File: src/verilog/bus_pins_consts.svh
// constants for the external memory bus pin controller
// assumes inclusion by bare name from design files only
`ifndef BUS_PINS_CONSTS_SVH
`define BUS_PINS_CONSTS_SVH
`define AREA_HI 28
`define AREA_LO 26
`define HALF_BIT 25
`define BANK_HI 25
`define BANK_LO 23
`define BEAT_STEP 26'h0000004
`define AREA0 3'h0
`define AREA2 3'h2
`define AREA3 3'h3
`define AREA4 3'h4
`define AREA5 3'h5
`define AREA6 3'h6
`define LANES_IDLE 4'hF
`define BANKS_IDLE 8'hFF
`endif

File: src/verilog/bus_pins_pkg.sv
// types shared by the bus pin controller modules
// assumes the constants header is included where needed
package bus_pins_pkg;
  typedef enum logic [1:0] {MEM_ORDINARY, MEM_BURST_ROM, MEM_SDRAM, MEM_PCMCIA} mem_kind_type;
  typedef enum logic [2:0] {ST_IDLE, ST_START, ST_DATA, ST_DONE, ST_REL_OFF, ST_REL, ST_REL_END} state_type;
endpackage : bus_pins_pkg

File: src/verilog/cycle_if.sv
// carrier between cycle sequencer and lane strobe decoder
// assumes one clock domain, no timing inside
`timescale 1ns/100ps
`default_nettype none
interface cycle_if;
  import bus_pins_pkg::*;
  mem_kind_type kind;
  logic write;
  logic io;
  logic [3:0] be;
  logic active;
  logic [3:0] lanes_n;
  modport ctrl (output kind, output write, output io, output be, output active, input lanes_n);
  modport dec (input kind, input write, input io, input be, input active, output lanes_n);
endinterface : cycle_if
`default_nettype wire

File: src/verilog/lane_strobe_decode.sv
// byte lane strobe decoder, role depends on memory kind
// assumes inputs are registered cycle state from the sequencer
`timescale 1ns/100ps
`default_nettype none
`include "bus_pins_consts.svh"
module lane_strobe_decode (
  cycle_if.dec c
);
  import bus_pins_pkg::*;
  wire logic [3:0] wr_lanes_n;
  wire logic [3:0] mask_lanes;
  wire logic [3:0] card_lanes_n;
  // write strobes per lane for ordinary and rom
  assign wr_lanes_n = ~({4{c.active & c.write}} & c.be);
  // sdram masks: high masks a lane, idle masks all
  assign mask_lanes = c.active ? ~c.be : `LANES_IDLE;
  // card: lane1 memory write, lane2 io read, lane3 io write
  assign card_lanes_n = {~(c.active & c.io & c.write),
                         ~(c.active & c.io & ~c.write),
                         ~(c.active & ~c.io & c.write),
                         wr_lanes_n[0]};
  assign c.lanes_n = (c.kind == MEM_SDRAM) ? mask_lanes :
                     (c.kind == MEM_PCMCIA) ? card_lanes_n : wr_lanes_n;
endmodule : lane_strobe_decode
`default_nettype wire

File: src/verilog/external_memory_bus_pins.sv
// external bus pin controller: sequences cycles onto pins
// assumes synchronous pin inputs and a one-cycle request port
`timescale 1ns/100ps
`default_nettype none
`include "bus_pins_consts.svh"
module external_memory_bus_pins (
  input wire logic clk,
  input wire logic rst_n,
  // on-chip request side
  input wire logic req_valid,
  output logic req_ready,
  input wire logic [28:0] req_addr,
  input wire logic req_write,
  input wire logic req_io,
  input wire logic [3:0] req_be,
  input wire logic [31:0] req_wdata,
  input wire logic [1:0] req_extra_beats,
  output logic rsp_valid,
  output logic [31:0] rsp_rdata,
  // area configuration
  input wire logic [6:0] area_wide,
  input wire logic area0_burst_rom,
  input wire logic area2_sdram,
  input wire logic area3_sdram,
  input wire logic area5_pcmcia,
  input wire logic area6_pcmcia,
  input wire logic [1:0] rom_bank_enable,
  input wire logic little_endian,
  input wire logic sdram_clock_stop,
  // pins
  output logic [25:0] addr_out,
  output logic addr_oe,
  output logic [31:0] data_out,
  input wire logic [31:0] data_in,
  output logic data_oe_lo,
  output logic data_oe_hi,
  output logic strobe_oe,
  output logic cycle_start_out_n,
  output logic area0_select_n,
  output logic [2:0] area2_to_4_select_n,
  output logic area5_select_or_slot_a_enable1_n,
  output logic area6_select_or_slot_b_enable1_n,
  output logic slot_a_enable2_n,
  output logic slot_b_enable2_n,
  output logic rd_wr,
  output logic read_strobe_n,
  output logic row_strobe_low_half_n,
  output logic row_strobe_high_half_n,
  output logic column_strobe_low_half_n,
  output logic column_strobe_high_half_n,
  output logic lane0_strobe_n,
  output logic lane1_strobe_n,
  output logic lane2_strobe_n,
  output logic lane3_strobe_n,
  input wire logic wait_n,
  output logic sdram_clock_enable,
  input wire logic io16_n,
  input wire logic bus_release_request_n,
  output logic bus_release_ack_n,
  output logic [7:0] rom_bank_selects_n
);
  import bus_pins_pkg::*;

  ////////////////////////////////////////////////////////////////////////////
  // decoding functions

  function automatic mem_kind_type kind_of(input logic [2:0] area, input logic b0, input logic s2,
                                           input logic s3, input logic p5, input logic p6);
    kind_of = MEM_ORDINARY;
    case (area)
      `AREA0: if (b0) kind_of = MEM_BURST_ROM;
      `AREA2: if (s2) kind_of = MEM_SDRAM;
      `AREA3: if (s3) kind_of = MEM_SDRAM;
      `AREA5: if (p5) kind_of = MEM_PCMCIA;
      `AREA6: if (p6) kind_of = MEM_PCMCIA;
      default: kind_of = MEM_ORDINARY;
    endcase
  endfunction : kind_of

  function automatic logic area_hit(input logic [2:0] area, input logic [2:0] want);
    area_hit = (area == want);
  endfunction : area_hit

  ////////////////////////////////////////////////////////////////////////////
  // registers

  state_type state_r, state_nxt;
  logic [28:0] addr_r, addr_nxt;
  logic write_r, write_nxt;
  logic io_r, io_nxt;
  logic [3:0] be_r, be_nxt;
  logic [31:0] wdata_r, wdata_nxt;
  logic [1:0] beats_r, beats_nxt;
  logic [31:0] rdata_r, rdata_nxt;
  logic rsp_r, rsp_nxt;

  cycle_if lanes_bus ();

  wire logic [2:0] cur_area;
  wire mem_kind_type cur_kind;
  wire logic cur_wide;
  wire logic narrow_io;
  wire logic in_cycle;
  wire logic released;
  wire logic last_beat;
  wire logic [31:0] rdata_lanes;
  wire logic [7:0] bank_dec_n;
  wire logic rom_area;

  assign cur_area = addr_r[`AREA_HI:`AREA_LO];
  assign cur_kind = kind_of(cur_area, area0_burst_rom, area2_sdram, area3_sdram, area5_pcmcia, area6_pcmcia);
  // card io port flagged 16-bit only counts in little-endian mode
  assign narrow_io = (cur_kind == MEM_PCMCIA) && io_r && little_endian && !io16_n;
  assign cur_wide = area_wide[cur_area] && !narrow_io;
  assign in_cycle = (state_r == ST_START) || (state_r == ST_DATA);
  assign released = (state_r == ST_REL_OFF) || (state_r == ST_REL) || (state_r == ST_REL_END);
  assign last_beat = (beats_r == 2'h0);
  assign rdata_lanes = cur_wide ? data_in : {16'h0000, data_in[15:0]};

  ////////////////////////////////////////////////////////////////////////////
  // cycle sequencer

  always_comb begin
    state_nxt = state_r;
    addr_nxt = addr_r;
    write_nxt = write_r;
    io_nxt = io_r;
    be_nxt = be_r;
    wdata_nxt = wdata_r;
    beats_nxt = beats_r;
    rdata_nxt = rdata_r;
    rsp_nxt = 1'b0;
    case (state_r)
      ST_IDLE: begin
        if (!bus_release_request_n) begin
          state_nxt = ST_REL_OFF;
        end else if (req_valid) begin
          addr_nxt = req_addr;
          write_nxt = req_write;
          io_nxt = req_io;
          be_nxt = req_be;
          wdata_nxt = req_wdata;
          beats_nxt = req_extra_beats;
          state_nxt = ST_START;
        end
      end
      ST_START: state_nxt = ST_DATA;
      ST_DATA: begin
        if (wait_n) begin
          rdata_nxt = rdata_lanes;
          if (last_beat) begin
            state_nxt = ST_DONE;
          end else begin
            beats_nxt = beats_r - 2'h1;
            addr_nxt = {addr_r[28:26], addr_r[25:0] + `BEAT_STEP};
            state_nxt = ST_START;
          end
        end
      end
      ST_DONE: begin
        rsp_nxt = 1'b1;
        state_nxt = ST_IDLE;
      end
      // pins float one cycle before acknowledge appears
      ST_REL_OFF: state_nxt = ST_REL;
      ST_REL: if (bus_release_request_n) state_nxt = ST_REL_END;
      // acknowledge negated one cycle before pins drive again
      ST_REL_END: state_nxt = ST_IDLE;
      default: state_nxt = ST_IDLE;
    endcase
  end

  always_ff @(posedge clk) begin
    if (!rst_n) begin
      state_r <= ST_IDLE;
      addr_r <= 29'h00000000;
      write_r <= 1'b0;
      io_r <= 1'b0;
      be_r <= 4'h0;
      wdata_r <= 32'h00000000;
      beats_r <= 2'h0;
      rdata_r <= 32'h00000000;
      rsp_r <= 1'b0;
    end else begin
      state_r <= state_nxt;
      addr_r <= addr_nxt;
      write_r <= write_nxt;
      io_r <= io_nxt;
      be_r <= be_nxt;
      wdata_r <= wdata_nxt;
      beats_r <= beats_nxt;
      rdata_r <= rdata_nxt;
      rsp_r <= rsp_nxt;
    end
  end

  assign req_ready = (state_r == ST_IDLE) && bus_release_request_n;
  assign rsp_valid = rsp_r;
  assign rsp_rdata = rdata_r;

  ////////////////////////////////////////////////////////////////////////////
  // pin drive

  assign addr_out = addr_r[25:0];
  assign addr_oe = !released;
  assign strobe_oe = !released;
  assign data_out = wdata_r;
  assign data_oe_lo = in_cycle && write_r;
  assign data_oe_hi = in_cycle && write_r && cur_wide;
  assign cycle_start_out_n = !(state_r == ST_START);
  assign rd_wr = !(in_cycle && write_r);
  assign read_strobe_n = !((state_r == ST_DATA) && !write_r);
  assign sdram_clock_enable = !sdram_clock_stop;

  // area selects, one low at a time, only during a cycle
  assign area0_select_n = !(in_cycle && area_hit(cur_area, `AREA0));
  genvar g;
  generate
    for (g = 0; g < 3; g = g + 1) begin : g_mid_sel
      assign area2_to_4_select_n[g] = !(in_cycle && area_hit(cur_area, `AREA2 + 3'(g)));
    end
  endgenerate
  // same pins serve as card enable1 when card mode is on
  assign area5_select_or_slot_a_enable1_n = !(in_cycle && area_hit(cur_area, `AREA5));
  assign area6_select_or_slot_b_enable1_n = !(in_cycle && area_hit(cur_area, `AREA6));
  // enable2 for odd byte, card mode only
  assign slot_a_enable2_n = !(in_cycle && area5_pcmcia && area_hit(cur_area, `AREA5) && be_r[1]);
  assign slot_b_enable2_n = !(in_cycle && area6_pcmcia && area_hit(cur_area, `AREA6) && be_r[1]);

  // sdram strobes chosen by address half
  assign row_strobe_low_half_n = !((state_r == ST_START) && (cur_kind == MEM_SDRAM) && !addr_r[`HALF_BIT]);
  assign row_strobe_high_half_n = !((state_r == ST_START) && (cur_kind == MEM_SDRAM) && addr_r[`HALF_BIT]);
  assign column_strobe_low_half_n = !((state_r == ST_DATA) && (cur_kind == MEM_SDRAM) && !addr_r[`HALF_BIT]);
  assign column_strobe_high_half_n = !((state_r == ST_DATA) && (cur_kind == MEM_SDRAM) && addr_r[`HALF_BIT]);

  // rom bank selects within area 0 or 2
  assign rom_area = (area_hit(cur_area, `AREA0) && rom_bank_enable[0]) ||
                    (area_hit(cur_area, `AREA2) && rom_bank_enable[1]);
  generate
    for (g = 0; g < 8; g = g + 1) begin : g_bank
      assign bank_dec_n[g] = !(addr_r[`BANK_HI:`BANK_LO] == 3'(g));
    end
  endgenerate
  assign rom_bank_selects_n = (in_cycle && rom_area) ? bank_dec_n : `BANKS_IDLE;

  // byte lane strobes
  assign lanes_bus.kind = cur_kind;
  assign lanes_bus.write = write_r;
  assign lanes_bus.io = io_r;
  assign lanes_bus.be = cur_wide ? be_r : {2'h0, be_r[1:0]};
  assign lanes_bus.active = (state_r == ST_DATA);
  lane_strobe_decode u_lanes (
    .c(lanes_bus.dec)
  );
  assign lane0_strobe_n = lanes_bus.lanes_n[0];
  assign lane1_strobe_n = lanes_bus.lanes_n[1];
  assign lane2_strobe_n = lanes_bus.lanes_n[2];
  assign lane3_strobe_n = lanes_bus.lanes_n[3];

  assign bus_release_ack_n = !(state_r == ST_REL);

  ////////////////////////////////////////////////////////////////////////////
  // checks

  a_wait_holds_cycle: assert property (@(posedge clk) disable iff (!rst_n)
    (state_r == ST_DATA) && !wait_n |=> (state_r == ST_DATA) && cycle_start_out_n)
    else $error("wait did not hold the cycle");
  a_start_every_beat: assert property (@(posedge clk) disable iff (!rst_n)
    (state_r == ST_DATA) && wait_n && !last_beat |=> !cycle_start_out_n ##1 cycle_start_out_n)
    else $error("missing cycle start on burst beat");
  a_one_select: assert property (@(posedge clk) disable iff (!rst_n)
    $onehot0(~{area0_select_n, area2_to_4_select_n, area5_select_or_slot_a_enable1_n,
               area6_select_or_slot_b_enable1_n}))
    else $error("more than one area select");
  a_idle_quiet: assert property (@(posedge clk) disable iff (!rst_n)
    !in_cycle |-> area0_select_n && (&area2_to_4_select_n) && (&rom_bank_selects_n) &&
      lane0_strobe_n && lane1_strobe_n && read_strobe_n)
    else $error("select or strobe active outside cycle");
  a_release_float: assert property (@(posedge clk) disable iff (!rst_n)
    !bus_release_ack_n |-> !addr_oe && !data_oe_lo && !strobe_oe && !$past(addr_oe))
    else $error("pins driven while bus released");
  a_ack_answer: assert property (@(posedge clk) disable iff (!rst_n)
    (state_r == ST_IDLE) && !bus_release_request_n |=> bus_release_ack_n ##1 !bus_release_ack_n)
    else $error("release acknowledge not given in two cycles");
  a_upper_lanes: assert property (@(posedge clk) disable iff (!rst_n)
    data_oe_hi |-> data_oe_lo && area_wide[cur_area])
    else $error("upper data driven on narrow area");
  a_row_half: assert property (@(posedge clk) disable iff (!rst_n)
    !row_strobe_low_half_n |-> !addr_r[`HALF_BIT] && row_strobe_high_half_n ##1 !column_strobe_low_half_n)
    else $error("low half strobe sequence wrong");
  a_enable2_card: assert property (@(posedge clk) disable iff (!rst_n)
    !slot_a_enable2_n || !slot_b_enable2_n |-> area5_pcmcia || area6_pcmcia)
    else $error("card enable2 outside card mode");
  a_read_strobe: assert property (@(posedge clk) disable iff (!rst_n)
    !read_strobe_n |-> rd_wr && (!$past(cycle_start_out_n) || !$past(read_strobe_n)))
    else $error("read strobe without read cycle");
  a_io16_narrow: assert property (@(posedge clk) disable iff (!rst_n)
    (cur_kind == MEM_PCMCIA) && io_r && little_endian && !io16_n |-> !data_oe_hi)
    else $error("upper data driven on 16-bit io port");
  a_enable2_pair: assert property (@(posedge clk) disable iff (!rst_n)
    !slot_a_enable2_n |-> !area5_select_or_slot_a_enable1_n)
    else $error("slot enable2 without enable1");
  a_card_io_write: assert property (@(posedge clk) disable iff (!rst_n)
    (cur_kind == MEM_PCMCIA) && !lane3_strobe_n |-> io_r && write_r && (state_r == ST_DATA))
    else $error("card io write strobe outside io write");
endmodule : external_memory_bus_pins
`default_nettype wire

File: config.mk
export PLATFORM = sky130hd
export DESIGN_NAME = external_memory_bus_pins
export DESIGN_NICKNAME = d
export VERILOG_FILES = /design/src/verilog/bus_pins_pkg.sv /design/src/verilog/cycle_if.sv /design/src/verilog/lane_strobe_decode.sv /design/src/verilog/external_memory_bus_pins.sv
export VERILOG_INCLUDE_DIRS = /design/src /design/src/verilog
export SDC_FILE = /design/constraint.sdc
export NUM_CORES = 1
export LEC_CHECK = 0
export ABC_AREA = 1
export BUFFER_PORTS_ARGS = -buffer_cell sky130_fd_sc_hd__buf_2
export CAP_MARGIN = 40
export CELL_PAD_IN_SITES_DETAIL_PLACEMENT = 1
export CELL_PAD_IN_SITES_GLOBAL_PLACEMENT = 1
export CORE_ASPECT_RATIO = 0.9
export CORE_UTILIZATION = 34
export DETAILED_ROUTE_END_ITERATION = 10
export PLACE_DENSITY_LB_ADDON = 0.25
export SLEW_MARGIN = 25
export SYNTH_ARGS = -nofsm -noshare
export SYNTH_HDL_FRONTEND = slang
export SYNTH_SLANG_ARGS = --single-unit
File: constraint.sdc
create_clock -name clk -period 4.27 [get_ports clk]
set_input_delay 0.2135 -clock clk [delete_from_list [all_inputs] [get_ports clk]]
set_output_delay 0.2135 -clock clk [all_outputs]
set_load 0.005 [all_outputs]
# == Yosys cells after proc, flatten, opt, wreduce, memory -nomap -nowiden ==
# Cells that the tools add are included.
# word_totals
register_bits,105
latch_bits,0
ram_bits,0
mem_bits_ro,0
input_bits,123
output_inout_bits,125
elab_cells,158
memories,0
# classes
add_sub_neg,2
n_mul,0
div_mod_pow,0
n_lt_le_gt_ge,1
n_eq_ne,26
shifts,0
mux,31
bitwise,15
n_reduce_logical,73
# ops
operator,n
29-bit 2-to-1 mux,2
29-bit case mux with 2 select lines,1
26-bit 2-to-1 mux,2
32-bit 2-to-1 mux,1
"3-bit equality test, second input constant",10
1-bit logical NOT,30
1-bit logical AND,29
"26-bit by 3-bit adder with 26-bit output, second input constant",1
"3-bit by 2-bit equality test with 1-bit output, second input constant",6
2-bit 2-to-1 mux,9
4-bit 2-to-1 mux,4
3-bit case mux with 5 select lines,1
3-bit 2-to-1 mux,4
"2-bit inequality test, second input constant",5
2-bit case mux with 5 select lines,1
3-bit logical NOT,3
8-bit 2-to-1 mux,1
4-bit NOT,2
1-bit AND,6
"3-bit by 1-bit equality test with 1-bit output, second input constant",2
1-bit NOT,6
3-bit AND reduction,2
5-bit AND reduction,1
4-bit AND,1
other kinds (12),18

# == Longest topological paths before layout ==
# Gate-level depths: netlist (run 1).
# depth
depth_word,13
ltp_mapped,12
mapped_depth_nobuf,12

# == Hierarchy ==
# A second synthesis (run 1) with hierarchy kept.
# hier_totals
cells_unflattened,829
hier_area_um2,5495.3
# by_module_without_submodules
mod,n_inst,cells_per_inst,area_each_um2,seq_area_each_um2
external_memory_bus_pins,1,797,5362.6,2102.0
lane_strobe_decode,1,32,132.6,0.0

# == Worst setup path after synthesis (run 1) ==
# Ideal clock, no wire load.
# synth_timing
kind,register to register
startpoint,register addr_r[2]
endpoint,register addr_r[20]
setup_ps,115
arrival_ps,1468
required_time_ps,4155
slack_ps,2687
stages_incl_launch_ff,13
n_path_buf,0
synth_period_minus_slack_ps,1583
cell_sequence,dfxtp_1 ha_1 nand2_1 nor2_1 nand2_1 nor2_1 nand2_1 nor2_1 nand2_1 nand2_1 nand3_1 nand2_1 nor2_1
# synth_via
elab_chain_len,4
# synth_lines
element,line,text
start: declaration,external_memory_bus_pins.sv:88,"logic [28:0] addr_r, addr_nxt;"
start signal: assignment,external_memory_bus_pins.sv:186,addr_r <= addr_nxt;
26-bit by 3-bit adder with 26-bit output (no source line),--,
26-bit 2-to-1 mux,external_memory_bus_pins.sv:151,if (last_beat) begin
26-bit 2-to-1 mux,external_memory_bus_pins.sv:149,if (wait_n) begin
29-bit case mux with 2 select lines,external_memory_bus_pins.sv:133,case (state_r)
# Every way passes these cells. The select of a mux whose other input is x is not followed.
# A chain may end at the register's enable or synchronous reset.

# == Worst setup path after layout (run 1) ==
# layout_timing
startpoint,register state_r[0]
endpoint,output lane3_strobe_n
# layout_via
elab_chain_len,6
elab_cells_between_ends,10
cone_classes,eq/ne: 1; mux: 3; bitwise: 6
# layout_lines
element,line,text
start: declaration,external_memory_bus_pins.sv:87,"state_type state_r, state_nxt;"
start signal: assignment,external_memory_bus_pins.sv:185,state_r <= state_nxt;
3-bit by 2-bit equality test with 1-bit output *,external_memory_bus_pins.sv:251,assign lanes_bus.active = (state_r == ST_DATA);
1-bit AND (on tied branches),"lane_strobe_decode.sv:14, lane_strobe_decode.sv:18",
4-bit AND or 1-bit AND (tied branches),"lane_strobe_decode.sv:14, lane_strobe_decode.sv:18",
4-bit NOT or 1-bit NOT (tied branches),"lane_strobe_decode.sv:14, lane_strobe_decode.sv:18",
4-bit 2-to-1 mux,lane_strobe_decode.sv:23,(c.kind == MEM_PCMCIA) ? card_lanes_n : wr_lanes_n;
4-bit 2-to-1 mux *,lane_strobe_decode.sv:22,assign c.lanes_n = (c.kind == MEM_SDRAM) ? mask_lanes :
end: declaration,external_memory_bus_pins.sv:54,"output logic lane3_strobe_n,"
# Mark *: on every way between the ends. The rest lies on a longest branch, timed or not.

==> flow_metrics.py, run 1 <==
metrics = {
    "synthesis": {
        "synthesis.area_per_instance_sq_um": 6.73,
        "ys_ff_latch": 105,
        "synth_top_cell_area_share_pct": 39.1,
        "synthArstFlopShare_pct": 0,
        "synth_area_sq_um": 5380,
        "synth_largest_area_cell": "dfxtp_1",
        "yosys-top-cells-area": "dfxtp_1 (39%), nand2_1 (13%), a21oi_1 (8.4%)",
        "ys_warn_count": 0,
        "synth_edf_count": 0,
        "synth_ff_type": "dfxtp_1",
        "yosysSeqAreaShare_pct": 39.1,
        "syn-num-nets": 924,
        "synth_cells": 799,
        "ys_types": 36,
    },
    "floorplan": {
        "io_pins": 248,
        "coreArea_sq_um": 15400,
        "dieArea_sq_um": 16300,
        "fp.dieH_um": 121,
        "die_w_um": 135,
        "start_util_pct": 34.8,
        "fp-row-count": 43,
    },
    "sta": {
        "setup_viol": 0,
        "fmax_mhz": 375,
        "holdWs_ns": 0.0762,
        "fin_crit_sh_pct": 62.4,
        "rsz0062_at_grt": "false",
        "setup-tns-final_ns": 0,
        "finClkSkew_ns": 0.0122,
        "tightest_slew_ns": 0.711,
        "relSlewSlack_pct": 52.5,
        "hold_viol_final": 0,
        "finalMaxSlewViolations": 0,
        "finalCriticalPeriod_ns": 2.67,
    },
    "job": {
        "maxCapViolCount": 0,
    },
    "clocking": {
        "cts_buffers": 9,
        "cts_resized": 0,
        "clk_pin_slew_ns": 0.07,
        "post_cts_buffers": 0,
        "clkSinkCount": 105,
        "cts-root-buf": "clkbuf_16",
        "cts_tree": "yes",
        "cts.path.max_buffers": 2,
        "h-tree-depth": 3,
        "holdBufCountCts": 0,
        "clock_latency_ns": 0.36,
    },
    "critical_path": {
        "cp_num_buf_inv": 3,
        "worstRegToRegCells": 8,
        "rrSetupSlack_ns": 2.05,
        "slowest_delay_ns": 0.64,
        "worstPathCellList": "inv_1 -> nand3_4 -> inv_2 -> nand2_1 -> o31ai_1 -> a31oi_1 -> buf_2",
        "critPathKind": "reg -> out",
        "r2r_end": "addr_r[12]",
        "cp.arrival_ns": 2.45,
        "start_kind": "flip-flop",
        "slowest_stage": "inv_2",
        "critical-path-top-delay-family": "buffers and inverters",
        "endpoint_kind": "output pin",
        "r2r-start": "state_r[0]",
        "cp_max_fo": 42,
        "crit_start": "state_r[0]",
        "cp.required_ns": 4.06,
    },
    "worst_hold_path": {
        "holdPathStages": 3,
        "holdPathEnd": "rsp_rdata[15]",
        "min_from": "data_in[15]",
        "hp-class": "in -> reg",
    },
    "global_route": {
        "grt_util_all_layers_pct": 22.1,
        "grt_max_degree": 53,
        "grt_pass1_vias": 5732,
        "antenna_found_initial": 2,
        "grt_pass1_wl_um": 28600,
        "overflow": 0,
    },
    "layout": {
        "drive_gt1_share_pct": 30.2,
        "nNetsFinal": 1117,
        "area_growth_pct": 26.6,
    },
    "power_and_ir_drop": {
        "ir_drop_mv": 0.370,
        "p_per_area_nw_per_um2": 552,
        "combPwrFrac_pct": 38.5,
        "cellLeakagePower_nw": 3.12,
        "p_total_w": 0.00376,
        "p_sw_share_pct": 41.7,
        "switching_power_w": 0.00157,
        "seqPwrFrac_pct": 38.1,
        "internal_power_w": 0.00219,
        "pwr-share-clk_pct": 23.5,
    },
    "detailed_routing": {
        "drt_first_pass_iters": 4,
        "vias": 5903,
        "routedWlPerCell_um": 14.9,
        "antenna_left": 0,
        "viasPerCell": 4.92,
        "drt-total-wl_um": 17900,
        "drtIter0Drc": 233,
        "drc": 0,
    },
    "place": {
        "placement.io_buffers": 246,
        "hpwlAfterDp_um": 13300,
        "gp_congestion": 0.838,
    },
    "outcome": {
        "outcome": "complete, no violations",
    },
}
[worst register-to-register path, cell delays in order, from the launching register on]
cell and delay [ns]:
dfxtp_1 0.31, inv_1 0.14, nand3_4 0.29, o21ai_2 0.26, nand3_4 0.33, inv_4 0.36, o21ai_0 0.18, o21ai_0 0.20
nor2_1 0.06
[cell usage in the layout (no fill, tap or decap), drive strengths merged]
master    Yosys  routed
a211oi        1       1
a21oi        90      90
a31oi         6       6
a32o          1       1
buf          48     252
bufinv        0       1
clkbuf       22       9
clkinv        0       1
clkinvlp      0       2
dfxtp       105     105
diode         0       1
ha            2       2
inv          57      60
nand2       192     192
nand3        78      78
nand3b        4       4
nand4         7       7
nor2         96      96
nor2b         1       1
nor3          2       2
nor4          1       1
o211ai        2       2
o21a          1       1
o21ai        65      65
o22ai         2       2
o31ai         1       1
or2          12      12
xor2          3       3
[cell usage after synthesis (3+ instances only)]
cell type / n
nor2_1: 91
a21oi_1: 90
or2_2: 12
nand2_1: 190
buf_2: 10
a31oi_1: 6
inv_1: 50
xor2_1: 3
buf_4: 33
clkbuf_1: 22
nand4_1: 6
nand3_1: 76
nor2_2: 4
o21ai_0: 61
dfxtp_1: 105
buf_6: 4
nand3b_1: 4
inv_2: 6
[worst max-delay path by stage]
stage	endpoint	cells after the start	slack, ns
after global placement	lane3_strobe_n	7	1.93
after detailed placement	lane3_strobe_n	7	1.92
after global routing	lane3_strobe_n	7	1.26
final	lane3_strobe_n	7	1.60
after CTS	lane3_strobe_n	7	1.52
after floorplan	addr_r[20]	12	2.69
[cell type report]
class / instances / area (sq um)
Fill cell: 2144 / 8630
Multi-Input combinational cell: 567 / 2630
Sequential cell: 105 / 2100
Timing Repair Buffer: 252 / 1290
Tap cell: 202 / 253
Clock buffer: 9 / 225
Inverter: 57 / 216
Clock inverter: 7 / 85.1
Antenna cell: 1 / 2.50
[cell families after synthesis]
group | Yosys count | synth area share (%)
AOI/OAI and AO/OA | 169 | 16.4
xor gates and xnor gates | 3 | 0.489
adders and majority gates | 2 | 0.465
buffers and inverters | 127 | 12.0
DFF | 105 | 39.1
and+or+nand+nor | 393 | 31.6
[flip-flops by register name, summed over array words and instances, names as in the netlist]
signal	cells
beats_r	2
lanes_bus.write	1
addr_r	29
state_r	3
rsp_rdata	32
be_r	4
data_out	32
io_r	1
rsp_valid	1
[through the flow]
stage	area [sq um]	instances	worst slack (ns)	util, %
global placement	6470	1182	1.93	41.9
finish	6810	1200	1.60	44.1
CTS	6800	1199	1.52	44.1
global route	6810	1200	1.26	44.1
floorplan	5380	799	2.69	-
detailed placement	6490	1183	1.92	42.1
[per-layer routing]
layer	GRT usage [%]	share of wire, %
met5	0	0.067
met4	6.39	1.7
met3	7.39	7.8
met2	37.7	47
met1	26.3	43
[power by group through the flow]
stage | sequential, W | clock [W] | combinational (W)
2_1_floorplan | 0.00139 | 0 | 0.00116
3_3_place_gp | 0.00145 | 0 | 0.00144
3_5_place_dp | 0.00145 | 0 | 0.00147
4_1_cts | 0.00143 | 0.000911 | 0.00148
5_1_grt | 0.00147 | 0.000954 | 0.00165
6_report | 0.00143 | 0.000882 | 0.00145
(Power assumes the default switching activity.)
==> run 2: changes to the inputs <==
--- a/config.mk
+++ b/config.mk
@@ -12,7 +12,7 @@
 export CELL_PAD_IN_SITES_DETAIL_PLACEMENT = 1
 export CELL_PAD_IN_SITES_GLOBAL_PLACEMENT = 1
 export CORE_ASPECT_RATIO = 0.9
-export CORE_UTILIZATION = 34
+export CORE_UTILIZATION = 29
 export DETAILED_ROUTE_END_ITERATION = 10
 export PLACE_DENSITY_LB_ADDON = 0.25
 export SLEW_MARGIN = 25
==> constraint.sdc (replaced) <==
create_clock -name clk -period 2.24 [get_ports clk]
set_input_delay 0.112 -clock clk [delete_from_list [all_inputs] [get_ports clk]]
set_output_delay 0.112 -clock clk [all_outputs]
set_load 0.005 [all_outputs]
==> flow_metrics.py, run 2 (same netlist as run 1, synthesis figures left out) <==
metrics = {
    "outcome": {
        "outcome": "complete, no violations",
    },
    "critical_path": {
        "slowest_delay_ns": 0.40,
        "cp_num_buf_inv": 2,
        "critPathKind": "reg -> out",
        "r2r_end": "addr_r[20]",
        "start_kind": "flip-flop",
        "cp_max_fo": 8,
        "slowest_stage": "dfxtp_1",
        "worstPathCellList": "inv_2 -> nand2_1 -> nor2_1 -> a32o_1 -> nand2_1 -> nor2_2 -> nand2_1 -> buf_2",
        "critical-path-top-delay-family": "simple AND/OR/NAND/NOR gates",
        "crit_top_cell": "nand2_1",
        "worstRegToRegCells": 12,
        "endpoint_kind": "output pin",
        "r2r-start": "addr_r[3]",
        "rrSetupSlack_ns": 0.43,
        "cp.required_ns": 2.13,
        "cp.arrival_ns": 1.91,
    },
    "sta": {
        "finClkSkew_ns": 0.0141,
        "setup-tns-final_ns": 0,
        "finalCriticalPeriod_ns": 2.02,
        "fmax_mhz": 495,
        "tightest_slew_ns": 0.554,
        "hold_viol_final": 0,
        "setup_viol": 0,
        "fin_crit_sh_pct": 90.2,
        "rsz0062_at_grt": "false",
        "finalMaxSlewViolations": 0,
        "holdWs_ns": 0.0147,
        "relSlewSlack_pct": 63.0,
    },
    "layout": {
        "n_fill_cell": 2379,
        "area_growth_pct": 35.6,
        "nNetsFinal": 1158,
        "final_common_cell": "buf_2",
        "stdcell_area_sq_um": 7290,
        "fin_util_pct": 40.7,
        "layout_common_cells": "buf_2 (246), nand2_1 (189), dfxtp_1 (105)",
        "drive_gt1_share_pct": 30.3,
    },
    "detailed_routing": {
        "drt-total-wl_um": 18900,
        "drtIter0Drc": 204,
        "routedWlPerCell_um": 14.8,
        "antenna_left": 0,
        "drt_first_pass_iters": 4,
        "vias": 6042,
        "drc": 0,
        "viasPerCell": 4.72,
    },
    "worst_hold_path": {
        "holdPathStages": 3,
        "min_from": "data_in[17]",
        "holdPathEnd": "rsp_rdata[17]",
        "hp-class": "in -> reg",
    },
    "global_route": {
        "grt_util_all_layers_pct": 20.1,
        "grt_pass1_wl_um": 31300,
        "grt_pass1_vias": 6114,
        "antenna_found_initial": 2,
        "grt_max_degree": 39,
        "overflow": 0,
    },
    "clocking": {
        "clock_latency_ns": 0.35,
        "clk_pin_slew_ns": 0.08,
        "cts_buffers": 9,
        "post_cts_buffers": 0,
        "h-tree-depth": 3,
        "cts.path.max_buffers": 2,
        "clkSinkCount": 105,
        "cts_tree": "yes",
        "cts-root-buf": "clkbuf_16",
    },
    "floorplan": {
        "io_pins": 248,
        "start_util_pct": 30.0,
        "die_w_um": 146,
        "dieArea_sq_um": 19100,
        "fp-row-count": 46,
        "coreArea_sq_um": 17900,
        "fp.dieH_um": 131,
    },
    "place": {
        "dpl_cell_area_sq_um": 6620,
        "placement.io_buffers": 246,
        "hpwlAfterDp_um": 14000,
        "gp_congestion": 0.776,
    },
    "power_and_ir_drop": {
        "ir_drop_mv": 0.450,
        "cellLeakagePower_nw": 3.32,
        "p_per_area_nw_per_um2": 1030,
    },
    "job": {
        "maxCapViolCount": 0,
    },
}
[run 2: cell types whose count changed in the layout (fill, tap and decap cells not counted), sizes merged]
cell,delta
buf,+11
bufinv,+1
clkinv,+3
clkinvlp,-2
diode,+1
dlygate4sd3,+30
inv,-2
[run 2: final cells by class]
type	instances	area (sq um)	area share, %
flip-flops and latches	105	2100	28.8
clock buffers	9	225	3.09
inverters	57	216	2.97
multi-input cells	567	2640	36.2
well taps	240	300	4.12
repair buffers	293	1670	22.9
diodes	2	5.00	0.0687
clock inverters	7	126	1.73
[run 2: worst max-delay path by stage]
| stage | startpoint | to | slack, ns | cells past startpoint |
|---|---|---|---|---|
| 2_1_floorplan | addr_r[2] | addr_r[20] | 0.66 | 12 |
| 3_3_place_gp | addr_r[3] | addr_r[20] | 0.47 | 12 |
| 3_5_place_dp | addr_r[3] | addr_r[20] | 0.42 | 12 |
| 4_1_cts | state_r[0] | data_oe_hi | 0.12 | 12 |
| 5_1_grt | state_r[0] | data_oe_hi | 0.003 | 12 |
| 6_report | addr_r[26] | rom_bank_selects_n[3] | 0.22 | 8 |
[run 2: timing repair]
action / in CTS / in global routing
endpoints found under the setup margin: 0 / 3
hold buffers: 30 / 0
resized for setup: 0 / 3
endpoints found under the hold margin: 30 / 0
[run 2: per-layer routing]
metal | global-route usage (%) | part of all wire, %
met4 | 5.20 | 1.5
met1 | 25.1 | 46
met5 | 0 | 0
met2 | 33.8 | 46
met3 | 5.90 | 6.9
[run 2: tightest hold or removal path, cell delays in order]
cell     delay, ns
buf_2         0.10
nand2_1       0.06
a21oi_1       0.06
[run 2: stage by stage]
| step | power (W) | instances | setup slack [ns] |
|---|---|---|---|
| CTS | 0.00761 | 1278 | 0.117 |
| floorplan | 0.00485 | 799 | 0.657 |
| detailed placement | 0.00570 | 1232 | 0.419 |
| global placement | 0.00565 | 1232 | 0.470 |
| global route | 0.00813 | 1280 | 0.00272 |
| finish | 0.00749 | 1280 | 0.219 |
[run 2: power by group]
group          internal (W)  switching, W
Sequential          0.00229      0.000410
Clock               0.00102      0.000809
Combinational       0.00115       0.00182
Total               0.00445       0.00304
==> run 3: changes to the inputs <==
--- a/config.mk
+++ b/config.mk
@@ -6,13 +6,12 @@
 export SDC_FILE = /design/constraint.sdc
 export NUM_CORES = 1
 export LEC_CHECK = 0
-export ABC_AREA = 1
 export BUFFER_PORTS_ARGS = -buffer_cell sky130_fd_sc_hd__buf_2
 export CAP_MARGIN = 40
 export CELL_PAD_IN_SITES_DETAIL_PLACEMENT = 1
 export CELL_PAD_IN_SITES_GLOBAL_PLACEMENT = 1
-export CORE_ASPECT_RATIO = 0.9
-export CORE_UTILIZATION = 29
+export CORE_ASPECT_RATIO = 1.4
+export CORE_UTILIZATION = 32
 export DETAILED_ROUTE_END_ITERATION = 10
 export PLACE_DENSITY_LB_ADDON = 0.25
 export SLEW_MARGIN = 25
==> constraint.sdc (replaced) <==
create_clock -name clk -period 2 [get_ports clk]
set_input_delay 0.1 -clock clk [delete_from_list [all_inputs] [get_ports clk]]
set_output_delay 0.1 -clock clk [all_outputs]
set_load 0.005 [all_outputs]
==> flow_metrics.py, run 3 <==
metrics = {
    "outcome": {
        "outcome": "finished, violations left",
        "violations": "negative hold slack, negative setup slack",
    },
    "critical_path": {
        "slowest_stage": "mux4_2",
        "critical-path-top-delay-family": "multiplexers",
        "crit_cells": 6,
        "cp_max_fo": 6,
        "cp.required_ns": 1.90,
        "start_kind": "flip-flop",
        "rrSetupSlack_ns": 0.11,
        "r2r-start": "addr_r[26]",
        "endpoint_kind": "output pin",
        "worstPathCellList": "mux4_2 -> nor2_4 -> a221oi_4 -> and3_4 -> a32oi_2 -> buf_2",
        "cp_num_buf_inv": 1,
        "slowest_delay_ns": 0.55,
        "critPathKind": "reg -> out",
        "r2r_end": "rsp_rdata[31]",
        "worstRegToRegCells": 6,
        "cp.arrival_ns": 1.98,
    },
    "detailed_routing": {
        "vias": 5812,
        "drc": 0,
        "drt-total-wl_um": 20400,
        "drtIter0Drc": 156,
        "viasPerCell": 5.12,
        "antenna_left": 0,
        "routedWlPerCell_um": 18.0,
        "drt_first_pass_iters": 4,
    },
    "global_route": {
        "grt_max_degree": 45,
        "grt_util_all_layers_pct": 24.9,
        "grt_pass1_vias": 6408,
        "overflow": 0,
        "grt_pass1_wl_um": 31500,
        "antenna_found_initial": 2,
    },
    "sta": {
        "finalMaxSlewViolations": 0,
        "finalCriticalPeriod_ns": 2.08,
        "tightest_slew_ns": 0.557,
        "fin_crit_sh_pct": 104,
        "rsz0062_at_grt": "true",
        "holdWs_ns": -0.00382,
        "finClkSkew_ns": 0.0110,
        "relSlewSlack_pct": 62.8,
        "hold_viol_final": 1,
        "setup_viol": 2,
        "fmax_mhz": 481,
        "fin_ws_ns": -0.0799,
    },
    "clocking": {
        "clk_pin_slew_ns": 0.07,
        "clkSinkCount": 105,
        "cts-root-buf": "clkbuf_16",
        "cts.path.max_buffers": 2,
        "cts_tree": "yes",
        "h-tree-depth": 3,
        "cts_buffers": 9,
        "clock_latency_ns": 0.36,
    },
    "layout": {
        "nNetsFinal": 1062,
        "final-seq-area_sq_um": 2110,
        "n_fill_cell": 1895,
        "instances_no_fill": 1135,
        "drive_gt1_share_pct": 36.1,
        "layout_common_cells": "buf_2 (245), nand2_1 (156), dfxtp_1 (101)",
        "final_common_cell": "buf_2",
        "area_growth_pct": 51.3,
        "multi_input_area_sq_um": 2550,
    },
    "floorplan": {
        "io_pins": 248,
        "fp-row-count": 53,
        "coreArea_sq_um": 15200,
        "die_w_um": 108,
        "dieArea_sq_um": 16200,
        "fp.dieH_um": 150,
        "start_util_pct": 33.1,
    },
    "power_and_ir_drop": {
        "cellLeakagePower_nw": 3.33,
        "ir_drop_mv": 0.369,
        "p_per_area_nw_per_um2": 710,
    },
    "synthesis": {
        "ys_ff_latch": 105,
        "synth_area_sq_um": 5020,
        "netlist_top_cells_count": "nand2_1 (157), dfxtp_1 (105), a21oi_1 (82)",
        "synth_ff_type": "dfxtp_1",
        "yosys-top-cells-area": "dfxtp_1 (42%), nand2_1 (12%), a21oi_1 (8.2%)",
        "ys_types": 61,
        "yosysMostFrequentCell": "nand2_1",
        "ys_warn_count": 0,
        "synth_top_cell_area_share_pct": 41.9,
        "synth_cells": 645,
        "synthesis.area_per_instance_sq_um": 7.78,
        "synthArstFlopShare_pct": 0,
        "yosysSeqAreaShare_pct": 41.9,
        "syn-num-nets": 770,
        "synth_edf_count": 0,
        "synth_largest_area_cell": "dfxtp_1",
    },
    "worst_hold_path": {
        "holdPathStages": 3,
        "hp-class": "in -> reg",
        "min_from": "req_wdata[12]",
        "holdPathEnd": "data_out[12]",
    },
    "place": {
        "placed_cells": 1040,
        "gp_congestion": 0.810,
        "placement.io_buffers": 246,
        "hpwlAfterDp_um": 13500,
        "pre_cts_slack_ns": 0.0752,
    },
    "job": {
        "maxCapViolCount": 0,
    },
}
==> run 3: kinds of logic (layout without fill, tap and decap cells) <==
logic type	after synthesis	after routing	synth area share (%)
compound gates	166	166	20.6
fa+ha+maj	2	2	0.498
buf+inv	85	381	9.52
flops	105	105	41.9
mux	4	4	1.17
other cells	0	2	0
simple gates	283	283	26.3
==> run 3: worst min-delay path, stage by stage <==
cell and delay, ns:
buf_2 0.10, nand2_1 0.05, a21oi_1 0.05
==> run 3: worst max path at each step <==
| stage | startpoint | endpoint | slack, ns |
|---|---|---|---|
| after floorplan | addr_r[26] | rsp_rdata[16] | 0.18 |
| after global placement | addr_r[26] | rsp_rdata[16] | 0.08 |
| after detailed placement | addr_r[26] | rsp_rdata[16] | 0.08 |
| after CTS | addr_r[26] | lane3_strobe_n | -0.08 |
| after global routing | addr_r[26] | lane3_strobe_n | -0.13 |
| final | addr_r[26] | lane3_strobe_n | -0.08 |
==> run 3: per-stage QoR <==
stage | utilization [%] | setup TNS, ns | hold WS, ns | instance area, sq um | power (W)
after detailed placement | 42.1 | 0 | 0.321 | 6390 | 0.00331
after global placement | 42.1 | 0 | 0.319 | 6390 | 0.00327
final | 50.0 | -0.135 | -0.00382 | 7600 | 0.00539
after global routing | 50.0 | -0.354 | 0.000402 | 7590 | 0.00564
after CTS | 49.6 | -0.128 | 0.000530 | 7530 | 0.00540
after floorplan | - | 0 | 0.227 | 5020 | 0.00288
==> run 3: layer usage <==
layer | vias up | global-route usage [%] | part of all wire (%)
met2 | 190 | 47.1 | 54
met3 | 43 | 5.89 | 5.5
met4 | 0 | 11.2 | 2.8
met5 | - | 0 | 0
met1 | 2777 | 25.6 | 38
li1 | 2802 | - | -
==> run 3: final cells by class <==
class | instances | area share, %
Multi-Input combinational cell | 455 | 33.6
Timing Repair Buffer | 356 | 30.7
Sequential cell | 105 | 27.8
Tap cell | 192 | 3.16
Clock buffer | 9 | 2.96
Clock inverter | 6 | 1.20
Inverter | 10 | 0.494
Antenna cell | 2 | 0.0659
==> run 3: power by group <==
group	internal, W	leakage [nW]	switching, W	total [W]
clock network	0.00110	0.156	0.000841	0.00194
logic	0.000553	2.32	0.000565	0.00112
registers	0.00221	0.855	0.000124	0.00233
total	0.00386	3.33	0.00153	0.00539
==> run 3: timing repair <==
action / 4_1_cts / 5_1_grt
setup buffers: 3 / 2
endpoints found under the setup margin: 19 / 32
hold buffers: 74 / 0
endpoints found under the hold margin: 74 / 0
gates resized for setup: 19 / 16
gates cloned: 0 / 0
pin swaps: 6 / 6
